--- config.mk ---
export PLATFORM = sky130hd
export DESIGN_NAME = irct_timer
export DESIGN_NICKNAME = d
export VERILOG_FILES = /design/src/irct_carrier.v /design/src/irct_timer.v
export VERILOG_INCLUDE_DIRS = /design/src
export SDC_FILE = /design/constraint.sdc
export NUM_CORES = 1
export LEC_CHECK = 0
export ABC_AREA = 1
export BUFFER_PORTS_ARGS = -buffer_cell sky130_fd_sc_hd__buf_2
export CAP_MARGIN = 20
export CORE_MARGIN = 8
export CORE_UTILIZATION = 35
export CTS_CLUSTER_DIAMETER = 30
export DETAILED_ROUTE_END_ITERATION = 10
export HOLD_SLACK_MARGIN = 0.15
export PLACE_DENSITY = 0.59
export SLEW_MARGIN = 10
export SYNTH_ARGS = -nofsm -noshare
export SYNTH_HDL_FRONTEND = slang
export SYNTH_SLANG_ARGS = --single-unit
--- constraint.sdc ---
create_clock -name ref_clk_in -period 6.2 [get_ports ref_clk_in]
set_clock_uncertainty 0.1 [all_clocks]
set_input_delay 0.93 -clock ref_clk_in [delete_from_list [all_inputs] [get_ports ref_clk_in]]
set_output_delay 0.93 -clock ref_clk_in [all_outputs]
set_load 0.01 [all_outputs]
--- src/irct_regs.vh ---
`ifndef IRCT_REGS_VH
`define IRCT_REGS_VH

// --------------------------------------------------------------
// register byte offsets
// --------------------------------------------------------------
`define IRCT_OFS_CTRL      5'h00
`define IRCT_OFS_CARRIER   5'h04
`define IRCT_OFS_INTERVAL  5'h08
`define IRCT_OFS_COUNTER   5'h0C
`define IRCT_OFS_STATUS    5'h10

// --------------------------------------------------------------
// control register fields
// --------------------------------------------------------------
`define IRCT_CTL_EN        0
`define IRCT_CTL_DIR       1
`define IRCT_CTL_FINE      2
`define IRCT_CTL_POL       3
`define IRCT_CTL_DATA      4
`define IRCT_CTL_IRQEN     5
`define IRCT_CTL_RELOAD    6
`define IRCT_CTL_BURST     7
`define IRCT_CTL_ENV_LO    8
`define IRCT_CTL_ENV_HI    9
`define IRCT_CTL_EDGE_LO   10
`define IRCT_CTL_EDGE_HI   11
`define IRCT_CTL_DIV_LO    12
`define IRCT_CTL_DIV_HI    14
`define IRCT_CTL_MLEVEL    16
`define IRCT_CTL_MOE       17
`define IRCT_CTL_W         18

// --------------------------------------------------------------
// status register fields
// --------------------------------------------------------------
`define IRCT_ST_IFLAG      0
`define IRCT_ST_OVFL       1
`define IRCT_ST_STARTED    2

// --------------------------------------------------------------
// encodings and reset values
// --------------------------------------------------------------
`define IRCT_ENV_MOD       2'h1
`define IRCT_ENV_CONT      2'h2
`define IRCT_EDGE_FALL     2'h0
`define IRCT_EDGE_RISE     2'h1
`define IRCT_CTL_RST       18'h00000
`define IRCT_CAR_RST       16'h0000
`define IRCT_CNT_ZERO      16'h0000
`define IRCT_CNT_ONE       16'h0001
`define IRCT_CNT_MAX       16'hFFFF
`define IRCT_BURST_LOAD    16'h0001
`define IRCT_GAP_LIMIT     2'h2

`endif

--- src/irct_carrier.v ---
`timescale 1ns/1ps
`default_nettype none
`include "irct_regs.vh"

// --------------------------------------------------------------
// base clock divider and carrier generator
// --------------------------------------------------------------
module irct_carrier #(
   parameter DIV_W = 3,
   parameter PRE_W = 7
) (
   // clock and reset
   input  wire             ref_clk_in,
   input  wire             rst_in,
   // control
   input  wire             run_in,
   input  wire [DIV_W-1:0] div_sel_in,
   input  wire [7:0]       high_in,
   input  wire [7:0]       low_in,
   // outputs
   output wire             base_tick_out,
   output wire             carrier_out,
   output wire             period_tick_out
);

   reg  [PRE_W-1:0] pre_q;
   reg  [7:0]       ph_cnt_q;
   reg              high_q;
   wire [PRE_W-1:0] pre_mask;

   // mask of the low div_sel bits of the prescaler
   assign pre_mask = ~({PRE_W{1'b1}} << div_sel_in);
   assign base_tick_out = run_in && ((pre_q & pre_mask) == pre_mask);
   assign carrier_out = high_q;
   // period ends at the last base clock of the low phase
   assign period_tick_out = base_tick_out && !high_q &&
                            (ph_cnt_q == 8'h00);

   // prescaler, restarted while stopped
   always @(posedge ref_clk_in or posedge rst_in) begin
      if (rst_in) begin
         pre_q <= {PRE_W{1'b0}};
      end else if (!run_in) begin
         pre_q <= {PRE_W{1'b0}};
      end else begin
         pre_q <= pre_q + {{(PRE_W-1){1'b0}}, 1'b1};
      end
   end

   always @(posedge ref_clk_in or posedge rst_in) begin
      if (rst_in) begin
         high_q   <= 1'b1;
         ph_cnt_q <= 8'h00;
      end else if (!run_in) begin
         high_q   <= 1'b1;
         ph_cnt_q <= high_in;
      end else if (base_tick_out) begin
         if (ph_cnt_q == 8'h00) begin
            high_q   <= !high_q;
            ph_cnt_q <= high_q ? low_in : high_in;
         end else begin
            ph_cnt_q <= ph_cnt_q - 8'h01;
         end
      end
   end

endmodule // irct_carrier

`default_nettype wire

--- src/irct_timer.v ---
// Function
// - base clock is system clock over 2^divide
// - carrier high count+1, low count+1
// - latch carrier, polarity, data per interval
// - enable drives idle level from polarity
// - fine select picks base or carrier count
// - data one sends carrier, zero idles
// - transmit starts on enable and direction
// - zero count reloads, resamples, flags, interrupts
// - clearing enable or direction ends transmit
// - interval lasts interval value plus one
// - envelope pin shows data xor polarity
// - envelope mode picks modulated or continuous
// - edge select qualifies receive edges
// - receive starts counting at first edge
// - later edges capture level and count
// - standard receive flags every capture
// - counter wrap on a cycle with no edge sets overflow flag
// - receive runs until direction or disable
// - burst mode counts edges, no capture
// - two silent carrier periods set flag in burst
// - entering burst mode loads one
// - reload bit still clears in burst
// - disabled pin follows manual bits
// - interrupt only when interrupt enable bit set
//
// Design decisions made here: the register offsets and the Avalon-MM interface to the registers.
`timescale 1ns/1ps
`default_nettype none
`include "irct_regs.vh"

module irct_timer (
   // clock and reset
   input  wire        ref_clk_in,
   input  wire        rst_in,
   // avalon-mm slave
   input  wire [4:0]  avs_address_in,
   input  wire        avs_read_in,
   input  wire        avs_write_in,
   input  wire [31:0] avs_writedata_in,
   input  wire [3:0]  avs_byteenable_in,
   output reg  [31:0] avs_readdata_out,
   output wire        avs_waitrequest_out,
   // infrared pins
   input  wire        ir_in_pin_in,
   output reg         ir_out_pin_out,
   output reg         ir_out_pin_oe_out,
   output reg         envelope_pin_out,
   output reg         envelope_pin_oe_out,
   // interrupt request
   output wire        irq_out
);

   // -----------------------------------------------------------
   // declarations
   // -----------------------------------------------------------
   reg  [`IRCT_CTL_W-1:0] ctrl_q;
   reg  [15:0] carrier_q;
   reg  [15:0] mt_q;
   reg  [15:0] cnt_q;
   reg         iflag_q;
   reg         ovfl_q;
   reg         ack_q;
   reg         rx_sync1_q;
   reg         rx_sync2_q;
   reg         rx_prev_q;
   reg         tx_act_q;
   reg         rx_started_q;
   reg         burst_q;
   reg  [15:0] car_lat_q;
   reg         pol_lat_q;
   reg         data_lat_q;
   reg  [1:0]  gap_q;
   wire        base_tick;
   wire        carrier;
   wire        period_tick;
   wire        count_tick;
   wire        tx_act;
   wire        rx_act;
   wire        tx_start;
   wire        edge_q;
   wire        rise;
   wire        fall;
   wire        acc;
   wire [31:0] wmask;
   wire [31:0] ctrl_wr;
   wire        wr_ctrl;
   wire        wr_car;
   wire        wr_mt;
   wire        wr_st;
   wire [15:0] car_sel;
   wire        car_out;
   wire        mod_out;

   // -----------------------------------------------------------
   // helper functions
   // -----------------------------------------------------------
   // byte enables to a bit mask
   function [31:0] be_mask;
      input [3:0] be;
      integer i;
      begin
         be_mask = 32'h00000000;
         for (i = 0; i < 4; i = i + 1) begin
            if (be[i]) begin
               be_mask[i*8 +: 8] = 8'hFF;
            end
         end
      end
   endfunction

   // address match for a register offset
   function is_reg;
      input [4:0] addr;
      input [4:0] ofs;
      begin
         is_reg = (addr[4:2] == ofs[4:2]);
      end
   endfunction

   function edge_ok;
      input [1:0] sel;
      input       r;
      input       f;
      begin
         case (sel)
            `IRCT_EDGE_FALL: edge_ok = f;
            `IRCT_EDGE_RISE: edge_ok = r;
            default:         edge_ok = r | f;
         endcase
      end
   endfunction

   // -----------------------------------------------------------
   // bus slave
   // -----------------------------------------------------------
   // one wait cycle per access, answer on the second
   assign acc = avs_read_in | avs_write_in;
   assign avs_waitrequest_out = acc & ~ack_q;
   assign wmask = be_mask(avs_byteenable_in);
   assign wr_ctrl = avs_write_in & ack_q &
                    is_reg(avs_address_in, `IRCT_OFS_CTRL);
   assign wr_car = avs_write_in & ack_q &
                   is_reg(avs_address_in, `IRCT_OFS_CARRIER);
   assign wr_mt = avs_write_in & ack_q &
                  is_reg(avs_address_in, `IRCT_OFS_INTERVAL);
   assign wr_st = avs_write_in & ack_q &
                  is_reg(avs_address_in, `IRCT_OFS_STATUS);
   assign ctrl_wr = ({14'h0000, ctrl_q} & ~wmask) |
                    (avs_writedata_in & wmask);

   // ack toggles so every request sees one wait cycle
   always @(posedge ref_clk_in or posedge rst_in) begin
      if (rst_in) begin
         ack_q <= 1'b0;
      end else begin
         ack_q <= acc & ~ack_q;
      end
   end

   // read data, unmapped reads return zero
   always @(posedge ref_clk_in or posedge rst_in) begin
      if (rst_in) begin
         avs_readdata_out <= 32'h00000000;
      end else if (avs_read_in & ~ack_q) begin
         case (avs_address_in[4:2])
            `IRCT_OFS_CTRL >> 2:
               avs_readdata_out <= {14'h0000, ctrl_q};
            `IRCT_OFS_CARRIER >> 2:
               avs_readdata_out <= {16'h0000, carrier_q};
            `IRCT_OFS_INTERVAL >> 2:
               avs_readdata_out <= {16'h0000, mt_q};
            `IRCT_OFS_COUNTER >> 2:
               avs_readdata_out <= {16'h0000, cnt_q};
            `IRCT_OFS_STATUS >> 2:
               avs_readdata_out <= {29'h00000000, rx_started_q,
                                    ovfl_q, iflag_q};
            default:
               avs_readdata_out <= 32'h00000000;
         endcase
      end
   end

   // -----------------------------------------------------------
   // receive pin synchroniser and edges
   // -----------------------------------------------------------
   always @(posedge ref_clk_in or posedge rst_in) begin
      if (rst_in) begin
         rx_sync1_q <= 1'b0;
         rx_sync2_q <= 1'b0;
         rx_prev_q  <= 1'b0;
      end else begin
         rx_sync1_q <= ir_in_pin_in;
         rx_sync2_q <= rx_sync1_q;
         rx_prev_q  <= rx_sync2_q;
      end
   end

   assign rise = rx_sync2_q & ~rx_prev_q;
   assign fall = ~rx_sync2_q & rx_prev_q;
   assign edge_q = rx_act &
      edge_ok(ctrl_q[`IRCT_CTL_EDGE_HI:`IRCT_CTL_EDGE_LO], rise, fall);

   // -----------------------------------------------------------
   // modes and carrier
   // -----------------------------------------------------------
   // transmit while enable and direction set
   assign tx_act = ctrl_q[`IRCT_CTL_EN] & ctrl_q[`IRCT_CTL_DIR];
   // receive while enabled and direction clear
   assign rx_act = ctrl_q[`IRCT_CTL_EN] & ~ctrl_q[`IRCT_CTL_DIR];
   assign tx_start = tx_act & ~tx_act_q;
   // transmit uses the latched carrier timing
   assign car_sel = tx_act_q ? car_lat_q : carrier_q;
   assign count_tick = ctrl_q[`IRCT_CTL_FINE] ? base_tick
                                              : period_tick;

   irct_carrier #(
      .DIV_W (3),
      .PRE_W (7)
   ) u_carrier (
      .ref_clk_in      (ref_clk_in),
      .rst_in          (rst_in),
      .run_in          (ctrl_q[`IRCT_CTL_EN] & ~tx_start),
      .div_sel_in      (ctrl_q[`IRCT_CTL_DIV_HI:`IRCT_CTL_DIV_LO]),
      .high_in         (car_sel[15:8]),
      .low_in          (car_sel[7:0]),
      .base_tick_out   (base_tick),
      .carrier_out     (carrier),
      .period_tick_out (period_tick)
   );

   // -----------------------------------------------------------
   // control and carrier registers
   // -----------------------------------------------------------
   always @(posedge ref_clk_in or posedge rst_in) begin
      if (rst_in) begin
         ctrl_q    <= `IRCT_CTL_RST;
         carrier_q <= `IRCT_CAR_RST;
      end else begin
         if (wr_ctrl) begin
            ctrl_q <= ctrl_wr[`IRCT_CTL_W-1:0];
         end
         if (wr_car) begin
            carrier_q <= (carrier_q & ~wmask[15:0]) |
                         (avs_writedata_in[15:0] & wmask[15:0]);
         end
         // captured pin level wins over software
         if (edge_q & rx_started_q & ~ctrl_q[`IRCT_CTL_BURST]) begin
            ctrl_q[`IRCT_CTL_DATA] <= rx_sync2_q;
         end
      end
   end

   // -----------------------------------------------------------
   // interval counter and interval register
   // -----------------------------------------------------------
   always @(posedge ref_clk_in or posedge rst_in) begin
      if (rst_in) begin
         cnt_q        <= `IRCT_CNT_ZERO;
         mt_q         <= `IRCT_CNT_ZERO;
         tx_act_q     <= 1'b0;
         rx_started_q <= 1'b0;
         burst_q      <= 1'b0;
         car_lat_q    <= `IRCT_CAR_RST;
         pol_lat_q    <= 1'b0;
         data_lat_q   <= 1'b0;
         gap_q        <= 2'h0;
      end else begin
         tx_act_q <= tx_act;
         burst_q  <= ctrl_q[`IRCT_CTL_BURST];
         if (wr_mt) begin
            mt_q <= (mt_q & ~wmask[15:0]) |
                    (avs_writedata_in[15:0] & wmask[15:0]);
         end
         if (!rx_act) begin
            rx_started_q <= 1'b0;
            gap_q        <= 2'h0;
         end
         if (tx_start) begin
            cnt_q      <= mt_q;
            car_lat_q  <= carrier_q;
            pol_lat_q  <= ctrl_q[`IRCT_CTL_POL];
            data_lat_q <= ctrl_q[`IRCT_CTL_DATA];
         end else if (tx_act & count_tick) begin
            if (cnt_q == `IRCT_CNT_ZERO) begin
               cnt_q      <= mt_q;
               car_lat_q  <= carrier_q;
               pol_lat_q  <= ctrl_q[`IRCT_CTL_POL];
               data_lat_q <= ctrl_q[`IRCT_CTL_DATA];
            end else begin
               cnt_q <= cnt_q - `IRCT_CNT_ONE;
            end
         end
         if (rx_act) begin
            if (edge_q & ~rx_started_q) begin
               rx_started_q <= 1'b1;
               cnt_q        <= `IRCT_CNT_ZERO;
            end else if (edge_q) begin
               gap_q <= 2'h0;
               if (ctrl_q[`IRCT_CTL_BURST]) begin
                  mt_q <= mt_q + `IRCT_CNT_ONE;
               end else begin
                  mt_q <= cnt_q;
               end
               if (ctrl_q[`IRCT_CTL_RELOAD]) begin
                  cnt_q <= `IRCT_CNT_ZERO;
               end else if (count_tick) begin
                  cnt_q <= cnt_q + `IRCT_CNT_ONE;
               end
            end else if (rx_started_q) begin
               if (count_tick) begin
                  cnt_q <= cnt_q + `IRCT_CNT_ONE;
               end
               if (period_tick && gap_q != `IRCT_GAP_LIMIT) begin
                  gap_q <= gap_q + 2'h1;
               end
            end
         end
         if (ctrl_q[`IRCT_CTL_BURST] & ~burst_q) begin
            mt_q <= `IRCT_BURST_LOAD;
         end
      end
   end

   // -----------------------------------------------------------
   // status flags
   // -----------------------------------------------------------
   // sticky, write one to clear, set wins
   always @(posedge ref_clk_in or posedge rst_in) begin
      if (rst_in) begin
         iflag_q <= 1'b0;
         ovfl_q  <= 1'b0;
      end else begin
         if (wr_st & avs_writedata_in[`IRCT_ST_IFLAG] &
             avs_byteenable_in[0]) begin
            iflag_q <= 1'b0;
         end
         if (wr_st & avs_writedata_in[`IRCT_ST_OVFL] &
             avs_byteenable_in[0]) begin
            ovfl_q <= 1'b0;
         end
         if (tx_act & ~tx_start & count_tick &
             (cnt_q == `IRCT_CNT_ZERO)) begin
            iflag_q <= 1'b1;
         end
         if (edge_q & rx_started_q & ~ctrl_q[`IRCT_CTL_BURST]) begin
            iflag_q <= 1'b1;
         end
         // two silent periods mark carrier loss
         if (rx_act & rx_started_q & ~edge_q &
             ctrl_q[`IRCT_CTL_BURST] & period_tick &
             (gap_q == `IRCT_GAP_LIMIT - 2'h1)) begin
            iflag_q <= 1'b1;
         end
         if (rx_act & rx_started_q & ~edge_q & count_tick &
             (cnt_q == `IRCT_CNT_MAX)) begin
            ovfl_q <= 1'b1;
         end
      end
   end

   assign irq_out = ctrl_q[`IRCT_CTL_IRQEN] & (iflag_q | ovfl_q);

   // -----------------------------------------------------------
   // output pins
   // -----------------------------------------------------------
   // carrier inverted by polarity
   assign car_out = carrier ^ pol_lat_q;
   assign mod_out = data_lat_q ? car_out : pol_lat_q;

   always @(posedge ref_clk_in or posedge rst_in) begin
      if (rst_in) begin
         ir_out_pin_out      <= 1'b0;
         ir_out_pin_oe_out   <= 1'b0;
         envelope_pin_out    <= 1'b0;
         envelope_pin_oe_out <= 1'b0;
      end else if (!ctrl_q[`IRCT_CTL_EN]) begin
         ir_out_pin_out      <= ctrl_q[`IRCT_CTL_MLEVEL];
         ir_out_pin_oe_out   <= ctrl_q[`IRCT_CTL_MOE];
         envelope_pin_out    <= 1'b0;
         envelope_pin_oe_out <= 1'b0;
      end else if (!tx_act_q) begin
         ir_out_pin_out      <= ctrl_q[`IRCT_CTL_POL];
         ir_out_pin_oe_out   <= 1'b1;
         envelope_pin_out    <= ctrl_q[`IRCT_CTL_POL];
         envelope_pin_oe_out <= 1'b0;
      end else begin
         ir_out_pin_oe_out <= 1'b1;
         case (ctrl_q[`IRCT_CTL_ENV_HI:`IRCT_CTL_ENV_LO])
            `IRCT_ENV_MOD: begin
               ir_out_pin_out      <= mod_out;
               envelope_pin_out    <= data_lat_q ^ pol_lat_q;
               envelope_pin_oe_out <= 1'b1;
            end
            `IRCT_ENV_CONT: begin
               ir_out_pin_out      <= car_out;
               envelope_pin_out    <= data_lat_q ^ pol_lat_q;
               envelope_pin_oe_out <= 1'b1;
            end
            default: begin
               ir_out_pin_out      <= mod_out;
               envelope_pin_out    <= pol_lat_q;
               envelope_pin_oe_out <= 1'b0;
            end
         endcase
      end
   end

endmodule // irct_timer

`default_nettype wire

==> impl_metrics.csv, run 1 <==
group,metric,value,unit
status,status,"finished, final reports clean",
sta,max_freq,264,MHz
drt,drc_errors,0,
power,p_total,3.59,mW
cts,cts.sinks,133,
hold_path,hold_path_class,"reg -> reg",
drt,drt-total-wl,26300,um
sta,layout_min_cycle_time,3.79,ns
sta,finalCritPeriodShare,61.1,%
global_route,overflow,0,
die,rows,56,
cells_and_area,final_util,39.9,%
sta,tightest_slew,1.16,ns
cts,tritoncts,"built",
die,initial_core_util,35.6,%
cells_and_area,layout_commonest_cell,"nand2_1",
cts,postCtsSetupBuffers,0,
sta,rsz0062_at_grt,"no",
worst_setup_path,reg2regPathDepth,9,
die,core-area,23400,um^2
sta,final_max_slew_viol_count,0,
logic_synthesis,ys_seq_area_share,40.0,%
worst_setup_path,arrival,4.04,ns
drt,vias_per_cell,5.29,
cells_and_area,final_cell_mix,"301 x nand2_1, 132 x dfrtp_1, 121 x o21ai_0, 116 x inv_1, 89 x nor2_1",
die,die_w,170,um
cells_and_area,diodes,0,
global_route,grt_max_degree,81,
cts,postCtsHoldBufs,0,
cells_and_area,fin_nets,1239,
logic_synthesis,ys_types,55,
logic_synthesis,ys_ff_latch,133,
cells_and_area,fill_cells,2472,
logic_synthesis,async_reset_ff_share,100,%
worst_setup_path,critPathBufInv,0,
placement,globalplace.congestion,0.922,
cells_and_area,multi_input_area,4240,um^2
drt,drt_pass1_iterations,6,
worst_setup_path,cpPeakStageDelay,0.95,ns
cells_and_area,regArea,3330,um^2
power,leakage,4.40,nW
worst_setup_path,cpLargestDelayFamily,"simple AND/OR/NAND/NOR gates",
hold_path,hold_depth,0,
sta,worst_slack,2.41,ns
die,ios,84,
worst_setup_path,endpoint_kind,"flip-flop",
sta,slew_headroom,22.7,%
global_route,antenna_found_initial,0,
logic_synthesis,yosys_warnings,0,
worst_setup_path,cp_num_cells,9,
sta,hold_ws,0.252,ns
worst_setup_path,rrSetupSlack,2.41,ns
placement,hpwl,19300,um
worst_setup_path,slowest_stage,"dfrtp_1",
power,power_density,385,nW/um^2
cts,clk_path_buf_depth,2,
flow_run,drv_cap,0,
worst_setup_path,crit_type,"reg -> reg",
cells_and_area,area_growth,12.1,%
cts,clk_latency,0.42,ns
logic_synthesis,synth_edf_count,0,
global_route,grt_pass1_wl,41600,um
drt,initialDrtViolationCount,944,
placement,post-place-ws,2.50,ns
cells_and_area,drive_gt1_share,12.0,%
cts,cts-root-buf,"clkbuf_16",
die,die_h,170,um
cts,post_cts_resize_count,0,
logic_synthesis,syn_inst,1153,
drt,detail_route.wl_per_cell,17.4,um
sta,setup_violations,0,
worst_setup_path,crit_chain,"nor2_2 > nor2_4 > nand3_4 > a21oi_4 > nand2_4 > or2_1 > nand2_8 > nand2_1 > o21ai_2",
logic_synthesis,synth_ff_type,"dfrtp_1",
placement,io_buffers,52,
drt,antenna_left,0,
worst_setup_path,path_max_fanout,31,
global_route,first_global_vias,7365,
logic_synthesis,syn_area,8330,um^2
drt,via_count,7991,
logic_synthesis,syn_avg_cell_area,7.23,um^2
worst_setup_path,cp_data_required_time,6.45,ns
worst_setup_path,cp-start-kind,"flip-flop",
die,dieArea,29000,um^2
sta,finalHoldViolations,0,
power,peakVddDrop,0.170,mV
sta,finalSetupTns,0,ns
cts,path_clk_slew,0.06,ns
cts,numCtsBuffers,17,
cts,h-tree-depth,4,
global_route,grt_usage,18.4,%
## per-stage QoR
step	cell area [um^2]	cells
floorplan	8380	1166
global placement	8760	1481
detailed placement	8760	1481
CTS	9340	1512
global route	9340	1512
finish	9340	1512
## layout make-up
| class | instances | share of cell area, % |
|---|---|---|
| clock buffer | 19 | 4.74 |
| clock inverter | 12 | 1.39 |
| inverter | 129 | 5.24 |
| multi-input combinational | 842 | 45.4 |
| sequential | 133 | 35.7 |
| tap | 319 | 4.27 |
| timing repair buffer | 58 | 3.27 |
## power by group
part / switching (mW) / internal [mW]
Clock: 0.401 / 0.601
Combinational: 0.818 / 0.433
Sequential: 0.262 / 1.08
## Yosys cell counts (2+ instances only)
cell type | number | share of area (%)
nand4_1 | 10 | 0.75
buf_6 | 3 | 0.41
buf_2 | 6 | 0.36
buf_4 | 14 | 1.3
mux2_2 | 7 | 0.95
or2_1 | 2 | 0.15
nand3b_1 | 2 | 0.18
a21oi_1 | 57 | 3.4
nor2_1 | 89 | 4.0
o221ai_1 | 5 | 0.53
o31ai_1 | 2 | 0.18
o21ai_0 | 121 | 7.3
inv_1 | 117 | 5.3
inv_2 | 8 | 0.36
o21a_1 | 3 | 0.27
nor3_1 | 16 | 0.96
o2111ai_1 | 6 | 0.63
nor4_1 | 4 | 0.30
ha_1 | 12 | 1.8
nand2_1 | 301 | 14
xor2_1 | 22 | 2.3
xnor2_1 | 2 | 0.21
clkinv_1 | 4 | 0.18
a31oi_1 | 6 | 0.45
dfrtp_1 | 132 | 40
o21ai_1 | 9 | 0.54
clkbuf_1 | 37 | 1.7
o21ai_2 | 12 | 1.3
o22ai_1 | 6 | 0.45
nor2_2 | 3 | 0.23
nor2_4 | 3 | 0.41
nand3_1 | 81 | 4.9
a211oi_1 | 3 | 0.27
o211ai_1 | 16 | 1.4
nand2_2 | 12 | 0.90
## routing by layer
layer  vias to the layer above  routed length, um  track usage [%]  part of all wire, %
met1                      3793              12400             26.1                   47
li1                       3821                  -                -                    -
met4                         0                567             6.14                  2.2
met3                        37               2310             4.70                  8.8
met2                       340              11000             26.5                   42
met5                         -                  0                0                    0
## worst paths after layout
check | start | to
setup / recovery | tx_act_q | pol_lat_q
hold / removal | rx_sync1_q | rx_sync2_q
setup reg to reg | tx_act_q | pol_lat_q
hold reg to reg | rx_sync1_q | rx_sync2_q
max in group asynchronous | rst_in | car_lat_q[9]
min in group asynchronous | rst_in | rx_sync1_q
## kinds of logic after synthesis
| family | Yosys count | share of synthesized area [%] |
|---|---|---|
| AND/OR/NAND/NOR | 528 | 27.1 |
| AO/OA/AOI/OAI | 257 | 17.9 |
| other | 1 | 0.0450 |
| buffers and inverters | 191 | 9.73 |
| XOR/XNOR | 24 | 2.52 |
| multiplexers | 7 | 0.946 |
| flip-flops | 133 | 40.0 |
| adder cells (fa/ha/maj) | 12 | 1.80 |
(Power assumes the default switching activity.)
==> inputs of run 2 (changes only) <==
==> constraint.sdc (replaced) <==
create_clock -name ref_clk_in -period 3.5 [get_ports ref_clk_in]
set_clock_uncertainty 0.1 [all_clocks]
set_input_delay 0.525 -clock ref_clk_in [delete_from_list [all_inputs] [get_ports ref_clk_in]]
set_output_delay 0.525 -clock ref_clk_in [all_outputs]
set_load 0.01 [all_outputs]
==> run 2 against run 1 <==
Worst setup slack got worse by 1.7 ns. Die area unchanged. Flip-flop and latch count unchanged. Register-to-register slack got worse by 1.7 ns. Clock power increased by 79%. Largest power group unchanged. Sequential share of layout area decreased by 0.47 points. Critical path depth increased by 2. Largest cell class unchanged.
==> impl_metrics.csv, run 2 (synthesized netlist as in run 1, its figures left out) <==
group,metric,value,unit
cts,clk_path_buf_depth,2,
global_route,grt_usage,18.4,%
worst_setup_path,endpoint_kind,"flip-flop",
placement,hpwl,19700,um
power,peakVddDrop,0.281,mV
cells_and_area,diodes,0,
global_route,grt_max_degree,99,
worst_setup_path,timing.rr.end,"data_lat_q",
cts,clk_latency,0.43,ns
power,pwr-share-clk,27.9,%
power,leakage,4.47,nW
drt,initialDrtViolationCount,962,
sta,finalSetupTns,0,ns
drt,antenna_left,0,
sta,finalHoldViolations,0,
power,sequentialPowerShare,36.8,%
worst_setup_path,reg2regPathDepth,11,
cts,h-tree-depth,4,
global_route,overflow,0,
worst_setup_path,path_max_fanout,31,
sta,finalCritPeriodShare,78.6,%
cts,cts-root-buf,"clkbuf_16",
die,die_w,170,um
die,dieArea,29000,um^2
power,power.internal,3.76,mW
worst_setup_path,crit_start,"u_carrier.ph_cnt_q[0]",
power,p_total,6.39,mW
cells_and_area,drive_gt1_share,12.9,%
die,die_h,170,um
sta,max_freq,363,MHz
worst_setup_path,r2r-start,"u_carrier.ph_cnt_q[0]",
die,initial_core_util,35.6,%
worst_setup_path,cpPeakStageDelay,0.44,ns
die,ios,84,
cts,cts.sinks,133,
cells_and_area,fin_nets,1253,
drt,drt-total-wl,26300,um
global_route,grt_pass1_wl,41300,um
drt,detail_route.wl_per_cell,17.2,um
worst_setup_path,cp-endpoint,"data_lat_q",
cells_and_area,area_growth,13.5,%
flow_run,drv_cap,0,
drt,drt_pass1_iterations,6,
worst_setup_path,rrSetupSlack,0.75,ns
worst_setup_path,arrival,3.00,ns
hold_path,hold_path_class,"in -> async",
sta,final_max_slew_viol_count,0,
worst_setup_path,cp_data_required_time,3.75,ns
cts,postCtsSetupBuffers,0,
worst_setup_path,cp-start-kind,"flip-flop",
sta,hold_ws,0.154,ns
power,swShare,41.1,%
status,status,"finished, final reports clean",
cells_and_area,final_cell_mix,"301 x nand2_1, 132 x dfrtp_1, 121 x o21ai_0, 116 x inv_1, 89 x nor2_1",
power,power_density,676,nW/um^2
power,combPwrFrac,35.2,%
global_route,first_global_vias,7378,
sta,tightest_slew,0.809,ns
die,core-area,23400,um^2
cts,tritoncts,"built",
global_route,antenna_found_initial,0,
drt,drc_errors,0,
placement,post-place-ws,0.723,ns
sta,rsz0062_at_grt,"no",
drt,vias_per_cell,5.19,
worst_setup_path,crit_chain,"inv_1 > ha_1 > nand3_2 > inv_2 > nand2_2 > a21oi_4 > nand2_4 > or2_1 > nand2_8 > nand2_1 > o21ai_2",
cells_and_area,layout_commonest_cell,"nand2_1",
sta,layout_min_cycle_time,2.75,ns
sta,slew_headroom,46.0,%
worst_setup_path,slowest_stage,"or2_1",
cts,numCtsBuffers,17,
die,rows,56,
sta,worst_slack,0.749,ns
cts,path_clk_slew,0.06,ns
placement,io_buffers,52,
worst_setup_path,crit_type,"reg -> reg",
power,p_switching,2.63,mW
drt,via_count,7924,
placement,globalplace.congestion,0.988,
sta,setup_violations,0,
-- run 2: cell types whose count changed in the layout (fill, tap and decap cells not counted), sizes merged --
cell,delta
dlygate4sd3,+1
clkinv,-1
inv,-2
clkbuf,+1
clkinvlp,+3
buf,+13
-- run 2: routing by layer --
layer / track usage (%) / share of wire (%) / vias up
met5: 0 / 0 / -
met4: 7.21 / 2.8 / 0
met3: 3.43 / 7.3 / 43
met2: 26.5 / 42 / 285
met1: 26.6 / 48 / 3732
li1: - / - / 3864
-- run 2: how the worst min path moves through the flow --
stage                          start  cells after the start                 end
after floorplan           rx_sync1_q                      0          rx_sync2_q
after global placement    rx_sync1_q                      0          rx_sync2_q
after detailed placement  rx_sync1_q                      0          rx_sync2_q
after CTS                     rst_in                      3  u_carrier.pre_q[0]
after global routing          rst_in                      3  u_carrier.pre_q[1]
final                         rst_in                      3           async pin
-- run 2: timing repair --
action / CTS / global route
hold buffers: 1 / 0
resized for setup: 0 / 0
endpoints found under the hold margin: 1 / 0
-- run 2: power by group through the flow --
| stage | registers [mW] | clock network, mW | logic [mW] |
|---|---|---|---|
| finish | 2.36 | 1.79 | 2.25 |
| global route | 2.41 | 1.88 | 2.56 |
| CTS | 2.35 | 1.82 | 2.23 |
| detailed placement | 2.37 | 0 | 2.22 |
| global placement | 2.37 | 0 | 2.19 |
| floorplan | 2.16 | 0 | 1.78 |
-- run 2: worst max-delay path: cells and delay by family (launching register included) --
kind,cells,cell delay [ns]
compound gates,2,0.29
fa+ha+maj,1,0.20
buf+inv,2,0.31
flops,1,0.38
simple gates,6,1.37
-- run 2: per-stage QoR --
stage                     instances  instance area, um^2  utilization (%)
after floorplan                1166                 8390                -
after global placement         1493                 8870             37.9
after detailed placement       1493                 8870             37.9
after CTS                      1526                 9450             40.4
after global routing           1527                 9460             40.4
final                          1527                 9460             40.4
-- run 2: cell type report --
cell class,count,area (um^2)
multi-input combinational,842,4240
clock buffer,20,447
clock inverter,12,131
inverter,129,488
timing repair buffer,72,425
sequential,133,3330
tap,319,399
fill,2498,13900
